===== config.mk =====
export PLATFORM = sky130hd
export DESIGN_NAME = nvpe_ctrl
export DESIGN_NICKNAME = d
export VERILOG_FILES = /design/src/nvpe_pkg.sv /design/src/nvpe_ctrl.sv
export SDC_FILE = /design/constraint.sdc
export NUM_CORES = 1
export LEC_CHECK = 0
export BUFFER_PORTS_ARGS = -buffer_cell sky130_fd_sc_hd__buf_4
export CAP_MARGIN = 20
export CELL_PAD_IN_SITES_DETAIL_PLACEMENT = 1
export CELL_PAD_IN_SITES_GLOBAL_PLACEMENT = 2
export CORE_MARGIN = 10
export CORE_UTILIZATION = 24
export DETAILED_ROUTE_END_ITERATION = 8
export GPL_TIMING_DRIVEN = 0
export PLACE_DENSITY = 0.75
export SYNTH_ARGS = -nofsm -noshare
export SYNTH_HDL_FRONTEND = slang
export SYNTH_SLANG_ARGS = --single-unit

===== constraint.sdc =====
create_clock -name SYS_CLK -period 6.2 [get_ports SYS_CLK]
set_input_delay 1.24 -clock SYS_CLK [delete_from_list [all_inputs] [get_ports SYS_CLK]]
set_output_delay 1.24 -clock SYS_CLK [all_outputs]
set_load 0.005 [all_outputs]

===== src/nvpe_pkg.sv =====
package nvpe_pkg;

   localparam logic [7:0]  NVPE_ADDR_CONTROL = 8'h10;
   localparam logic [7:0]  NVPE_ADDR_TARGET  = 8'h14;
   localparam logic [7:0]  NVPE_ADDR_OPTION  = 8'h18;

   localparam logic [31:0] NVPE_CONTROL_RESET = 32'h00000080;
   localparam logic [31:0] NVPE_TARGET_RESET  = 32'h00000000;
   localparam logic [31:0] NVPE_OPTION_RESET  = 32'h0C800000;

   localparam int NVPE_BIT_ECC_IE    = 13;
   localparam int NVPE_BIT_DONE_IE   = 12;
   localparam int NVPE_BIT_VERIFY_IE = 11;
   localparam int NVPE_BIT_PROG_IE   = 10;
   localparam int NVPE_BIT_OPT_PERMIT = 9;
   localparam int NVPE_BIT_CHECK_SEL = 8;
   localparam int NVPE_BIT_LOCK      = 7;
   localparam int NVPE_BIT_START     = 6;
   localparam int NVPE_BIT_OPT_ERASE = 5;
   localparam int NVPE_BIT_OPT_WRITE = 4;
   localparam int NVPE_BIT_WHOLE_ERASE = 2;
   localparam int NVPE_BIT_PAGE_ERASE = 1;
   localparam int NVPE_BIT_ARRAY_WRITE = 0;

   localparam int NVPE_BIT_BOOT_A    = 27;
   localparam int NVPE_BIT_BOOT_OVR  = 26;
   localparam int NVPE_BIT_BOOT_B    = 23;
   localparam int NVPE_BIT_BOR_LO    = 8;

   // Plain software-writable bits; lock, permit and start have their own paths
   localparam logic [31:0] NVPE_CONTROL_PLAIN_MASK = 32'h00003D37;

   typedef struct packed {
      logic ecc_fault_flag;
      logic erase_check_fault;
      logic done_flag;
      logic protect_violation_flag;
      logic write_check_fault;
      logic not_blank_fault;
      logic busy;
   } nvpe_flags_t;

   typedef struct packed {
      logic       boot_select_a;
      logic       boot_source_override;
      logic       boot_select_b;
      logic [2:0] brownout_level_code;
   } nvpe_option_t;

   typedef struct packed {
      logic start;
      logic program_check_select;
      logic option_write_permit;
      logic option_area_erase_mode;
      logic option_area_write_mode;
      logic whole_array_erase;
      logic page_erase_mode;
      logic array_write_mode;
      logic locked;
   } nvpe_cmd_t;

   typedef struct packed {
      logic unlock_good;
      logic unlock_bad;
      logic option_key_good;
   } nvpe_keys_t;

endpackage


===== src/nvpe_ctrl.sv =====
// The APB slave port was left to the implementer.
`timescale 1ns/1ps
module nvpe_ctrl (
   input  wire logic                  SYS_CLK,
   input  wire logic                  RST,
   input  wire logic                  CE,
   input  wire logic                  PSEL,
   input  wire logic                  PENABLE,
   input  wire logic                  PWRITE,
   input  wire logic [7:0]            PADDR,
   input  wire logic [31:0]           PWDATA,
   input  wire logic [3:0]            PSTRB,
   output      logic [31:0]           PRDATA,
   output      logic                  PREADY,
   output      logic                  PSLVERR,
   input  wire nvpe_pkg::nvpe_flags_t  FLAGS,
   input  wire nvpe_pkg::nvpe_keys_t   KEYS,
   input  wire nvpe_pkg::nvpe_option_t OPTION,
   output      nvpe_pkg::nvpe_cmd_t    CMD,
   output      logic [31:0]           TARGET,
   output      logic                  IRQ
);
   import nvpe_pkg::*;

   logic [31:0] control;
   logic [31:0] target;
   logic [31:0] option_view;
   logic        lock_frozen;
   logic        busy_prev;
   logic        ready;
   logic [31:0] rdata;
   logic        slverr;
   logic        irq;

   wire access     = PSEL & PENABLE;
   wire commit     = access & ready;
   wire hit_ctrl   = (PADDR == NVPE_ADDR_CONTROL);
   wire hit_target = (PADDR == NVPE_ADDR_TARGET);
   wire hit_option = (PADDR == NVPE_ADDR_OPTION);
   wire mapped     = hit_ctrl | hit_target | hit_option;
   wire full_word  = (PSTRB == 4'hF);
   wire wr_commit  = commit & PWRITE & full_word;
   wire wr_ctrl    = wr_commit & hit_ctrl;
   wire wr_target  = wr_commit & hit_target;

   wire is_locked  = control[NVPE_BIT_LOCK];
   wire busy_rise  = FLAGS.busy & ~busy_prev;

   // Narrow writes are refused: every field is word-wide in meaning
   wire bad_write  = PWRITE & ~full_word;

   // Read mux; reserved bits of every register read as zero
   wire [31:0] read_mux = hit_ctrl   ? control :
                          hit_target ? target :
                          hit_option ? option_view : 32'h00000000;

   // Control register next value
   logic [31:0] next_control;
   wire sw_ctrl_ok = wr_ctrl & ~is_locked;
   wire [31:0] plain_next = sw_ctrl_ok
                          ? (PWDATA & NVPE_CONTROL_PLAIN_MASK)
                          : (control & NVPE_CONTROL_PLAIN_MASK);

   // Lock: a written 1 relocks; hardware unlock only while not frozen
   wire lock_set   = wr_ctrl & PWDATA[NVPE_BIT_LOCK];
   wire lock_clr   = KEYS.unlock_good & ~lock_frozen & ~lock_set;
   wire next_lock  = lock_set | (is_locked & ~lock_clr);

   // Permit: key sets, software clears by writing 0, set wins
   wire permit_set = KEYS.option_key_good;
   wire permit_clr = sw_ctrl_ok & ~PWDATA[NVPE_BIT_OPT_PERMIT];
   wire next_permit = permit_set | (control[NVPE_BIT_OPT_PERMIT] & ~permit_clr);

   // Start: software only sets; cleared once busy rises
   wire start_set  = sw_ctrl_ok & PWDATA[NVPE_BIT_START] & ~FLAGS.busy;
   wire next_start = start_set | (control[NVPE_BIT_START] & ~busy_rise);

   always_comb begin
      next_control = plain_next;
      next_control[NVPE_BIT_LOCK] = next_lock;
      next_control[NVPE_BIT_OPT_PERMIT] = next_permit;
      next_control[NVPE_BIT_START] = next_start;
   end

   // Interrupt sources, each gated by its own enable
   wire irq_ecc    = FLAGS.ecc_fault_flag & control[NVPE_BIT_ECC_IE];
   wire irq_done   = FLAGS.done_flag & control[NVPE_BIT_DONE_IE];
   wire irq_verify = (FLAGS.erase_check_fault | FLAGS.write_check_fault)
                   & control[NVPE_BIT_VERIFY_IE];
   wire irq_prog   = (FLAGS.not_blank_fault | FLAGS.protect_violation_flag)
                   & control[NVPE_BIT_PROG_IE];
   wire next_irq   = irq_ecc | irq_done | irq_verify | irq_prog;

   // Option view taken from the option bytes every cycle that CE is high
   logic [31:0] next_option;
   always_comb begin
      next_option = 32'h00000000;
      next_option[NVPE_BIT_BOOT_A] = OPTION.boot_select_a;
      next_option[NVPE_BIT_BOOT_OVR] = OPTION.boot_source_override;
      next_option[NVPE_BIT_BOOT_B] = OPTION.boot_select_b;
      next_option[NVPE_BIT_BOR_LO +: 3] = OPTION.brownout_level_code;
   end

   // Target address; held while an operation runs
   wire [31:0] next_target = (wr_target & ~FLAGS.busy) ? PWDATA : target;

   always_ff @(posedge SYS_CLK) begin
      if (RST) begin
         control <= NVPE_CONTROL_RESET;
         target <= NVPE_TARGET_RESET;
         option_view <= NVPE_OPTION_RESET;
         lock_frozen <= 1'b0;
         busy_prev <= 1'b0;
         irq <= 1'b0;
      end else if (CE) begin
         control <= next_control;
         target <= next_target;
         option_view <= next_option;
         lock_frozen <= lock_frozen | (KEYS.unlock_bad & is_locked);
         busy_prev <= FLAGS.busy;
         irq <= next_irq;
      end
   end

   // APB: one wait state, answer registered so outputs come from flops
   always_ff @(posedge SYS_CLK) begin
      if (RST) begin
         ready <= 1'b0;
         rdata <= 32'h00000000;
         slverr <= 1'b0;
      end else if (CE) begin
         ready <= access & ~ready;
         rdata <= (access & ~ready & ~PWRITE) ? read_mux : 32'h00000000;
         slverr <= access & ~ready & (~mapped | bad_write);
      end
   end

   assign PREADY  = ready;
   assign PRDATA  = rdata;
   assign PSLVERR = slverr;
   assign IRQ     = irq;
   assign TARGET  = target;

   // Mode bits straight from the control flops
   assign CMD.start                  = control[NVPE_BIT_START];
   assign CMD.program_check_select   = control[NVPE_BIT_CHECK_SEL];
   // Sequencer must qualify option modes with this bit; no gating here
   assign CMD.option_write_permit    = control[NVPE_BIT_OPT_PERMIT];
   assign CMD.option_area_erase_mode = control[NVPE_BIT_OPT_ERASE];
   assign CMD.option_area_write_mode = control[NVPE_BIT_OPT_WRITE];
   assign CMD.whole_array_erase      = control[NVPE_BIT_WHOLE_ERASE];
   assign CMD.page_erase_mode        = control[NVPE_BIT_PAGE_ERASE];
   assign CMD.array_write_mode       = control[NVPE_BIT_ARRAY_WRITE];
   assign CMD.locked                 = control[NVPE_BIT_LOCK];

endmodule


==> impl_results.md <==
* Total gr overflow at 0
* Slew Limit Fails at 0
* Tightest Hold Check Type: reg -> reg
* Clock transition at path regs at about 60 ps
* Routability cong. at 0.804
* Fmax at between 300 and 400 MHz
* Crit path max fanout at 10
* Initial antenna violation count at 0
* Post-Synthesis Cell Area at about 3700 um2
* Max layer used: met4
* CTS Root Cell: clkbuf_16
* Area grow syn2layout at 42.8%
* Hold-fix buffers, CTS at 0
* CTS sink cnt at between 80 and 90
* Setup Viol. Count Final at 0
* Non-Filler Instances at 783
* Ant diodes at 0
* Total wire length at roughly 16000 um
* Tcrit/Tclk final at ~49%
* Post-CTS setup buffer count at 0
* Worst path slowest cell: clkbuf_1
* Most used cell, CP: clkbuf_1
* Register area share after synthesis at between 40% and 50%
* WP data arrival at around 3300 ps
* Required time of the critical path at around 6500 ps
* Outcome: completed
* CP Class: in -> reg
* Share of cells above drive strength 1 at 28.7%
* Met1 wire length at approximately 7000 um
* Avg Cell Area, Syn at 8.42 um2
* Register bit total from synthesis at 88
* Post-synth top area share at between 40% and 50%
* Power density cells at between 200 and 250 nW/um2
* Cts repair resizes at 0
* Worst path max stage delay at 440 ps
* Commonest non-fill, non-tap cell in the layout: buf_4
* Top Ports at between 100 and 150
* RSZ-0062 raised after global routing: no
* Drt first pass iters at 4
* Yosys warns at 0
* Placed insts at about 770
* Final hold viol count at 0
* Final min period at 3010 ps
* Post-synth cell types at 36
* VDD IR max at ~0.00012 V
* CP bufs+invs at 3
* CTS Buffer Depth at 2
* Routed wire per std cell at roughly 21 um
* Worst path cell trace: clkbuf_1 -> nand3_1 -> nor4_1 -> buf_2 -> clkbuf_1 -> nand4_1 -> a21oi_1
* Buffers on Ports at roughly 140
* Synth area leader: dfxtp_1
* Met2 wire length at between 7000 and 8000 um
* TritonCTS clock tree: done
* Vias in the first global route at between 4k and 5k
* Max_slew headroom at 56.4%
* 1st-iter DRT viols at approximately 110
* Core area at around 15000 um2
* Starting Density at around 24%
* Vias/cell at between 4 and 5
* Clk Latency, worst-skew pair at between 300 and 400 ps
* Row count at 45
* Most frequent cells in the layout: 148 x buf_4, 88 x dfxtp_1, 64 x a21oi_1, 61 x nand4_1, 57 x o21ai_0
* Worst Tran Pin Value at between 600 and 700 ps
* Total number of vias at 3902
* Final ANT Viol Nets at 0
* Total CTS buffers at 9
* Top post-synthesis cells by area: dfxtp_1 48%, nand4_1 10%, a21oi_1 8.7%
* CP Launch Type: input port
* Max-Cap Viols at 0
* Die Ht at around 140 um
* GRT Resource Usage Total at between 10% and 20%
* H-tree levels at 3
* Final setup TNS at 0 ps
* Final net count at roughly 660
* Syn Nets at 505
* Top delay family on crit path: buffers and inverters
* Lkg Pwr at about 2.0 nW
* Clock skew at 5.86 ps
* Critical path endpoint category: flip-flop
* First-pass GRT wire length at ~25000 um
* Synth Instances at around 440
* DIE WIDTH at between 100 and 150 um
* DP HPWL at 12700 um
* # DRC at 0
* Largest net degree at the start of global routing at 15
* Met3 wire len at around 1200 um
* Die area at about 21000 um2
-- worst paths after layout --
path / endpoint / slack [ps] / startpoint / depth (start not counted)
setup reg to reg: TARGET[17] / 4290 / PREADY / 5
hold reg to reg: PRDATA[9] / 450 / PRDATA[9] / 2
hold / removal: PRDATA[9] / 450 / PRDATA[9] / 2
setup / recovery: control[13] / 3190 / CE / 7
-- state kept, by name (all words and copies together) (netlist names) --
name / count
IRQ: 1
PRDATA: 32
PREADY: 1
PSLVERR: 1
TARGET: 32
busy_prev: 1
control: 13
lock_frozen: 1
option_view: 6
-- worst register-to-register path: stages (launching register included) --
cell      delay [ps]
dfxtp_1          490
and3_1           210
clkbuf_1         320
clkbuf_1         450
nand4_1          170
a21oi_1          210
-- metrics by stage --
| stage | setup slack (ps) | hold slack (ps) | utilization, % | instance area [um2] | total power [mW] |
|---|---|---|---|---|---|
| after detailed placement | 2430 | 443 | 32.8 | 4970 | 0.676 |
| after floorplan | 3170 | 428 | - | 3700 | 0.621 |
| after global routing | 2940 | 461 | 34.9 | 5280 | 1.26 |
| after global placement | 2470 | 432 | 32.8 | 4970 | 0.675 |
| after CTS | 2770 | 452 | 34.8 | 5270 | 1.23 |
| final | 3190 | 448 | 34.9 | 5280 | 1.22 |
-- synth_stat cells (all sizes together) --
| library cell | n |
|---|---|
| or4b | 1 |
| inv | 4 |
| mux2 | 1 |
| mux2i | 4 |
| nor2 | 11 |
| nand2b | 16 |
| clkbuf | 41 |
| or3 | 1 |
| o221ai | 3 |
| o41ai | 1 |
| nand2 | 23 |
| buf | 13 |
| a221oi | 1 |
| nand4 | 61 |
| nand3 | 2 |
| dfxtp | 88 |
| nor4 | 2 |
| or2 | 3 |
| or4 | 2 |
| and3 | 3 |
| nor2b | 10 |
| a211o | 3 |
| a22oi | 14 |
| a2111oi | 1 |
| nor4b | 1 |
| o21bai | 1 |
| a21oi | 64 |
| nand4b | 1 |
| o21ai | 57 |
| and4 | 1 |
| nand3b | 2 |
| a311oi | 1 |
| a31oi | 1 |
| a41oi | 1 |
-- cell families after synthesis --
| family | count (synthesis) | share of synthesized area (%) |
|---|---|---|
| AOI/OAI and AO/OA | 148 | 22.2 |
| buffers and inverters | 58 | 6.87 |
| DFF | 88 | 47.7 |
| muxes | 5 | 1.39 |
| and+or+nand+nor | 140 | 21.9 |
-- metal layers --
layer	track usage (%)	vias to the layer above
met5	0	-
met4	4.19	0
met3	5.31	17
met2	26.1	96
met1	18.6	1874
li1	-	1915
-- cell type report --
type	instances	area (um2)
well taps	188	235
flip-flops and latches	88	1760
multi-input cells	293	1680
fillers	1824	9870
plain buffers	54	239
repair buffers	140	1050
clock buffers	11	243
inverters	4	15.0
clock inverters	5	56.3
-- report_power, final --
part / internal [mW] / total, mW / switching, mW / leakage [nW]
Clock: 0.323 / 0.555 / 0.232 / 0.145
Sequential: 0.570 / 0.574 / 0.00397 / 0.711
Combinational: 0.0417 / 0.0893 / 0.0475 / 1.15
(Power assumes the default switching activity.)
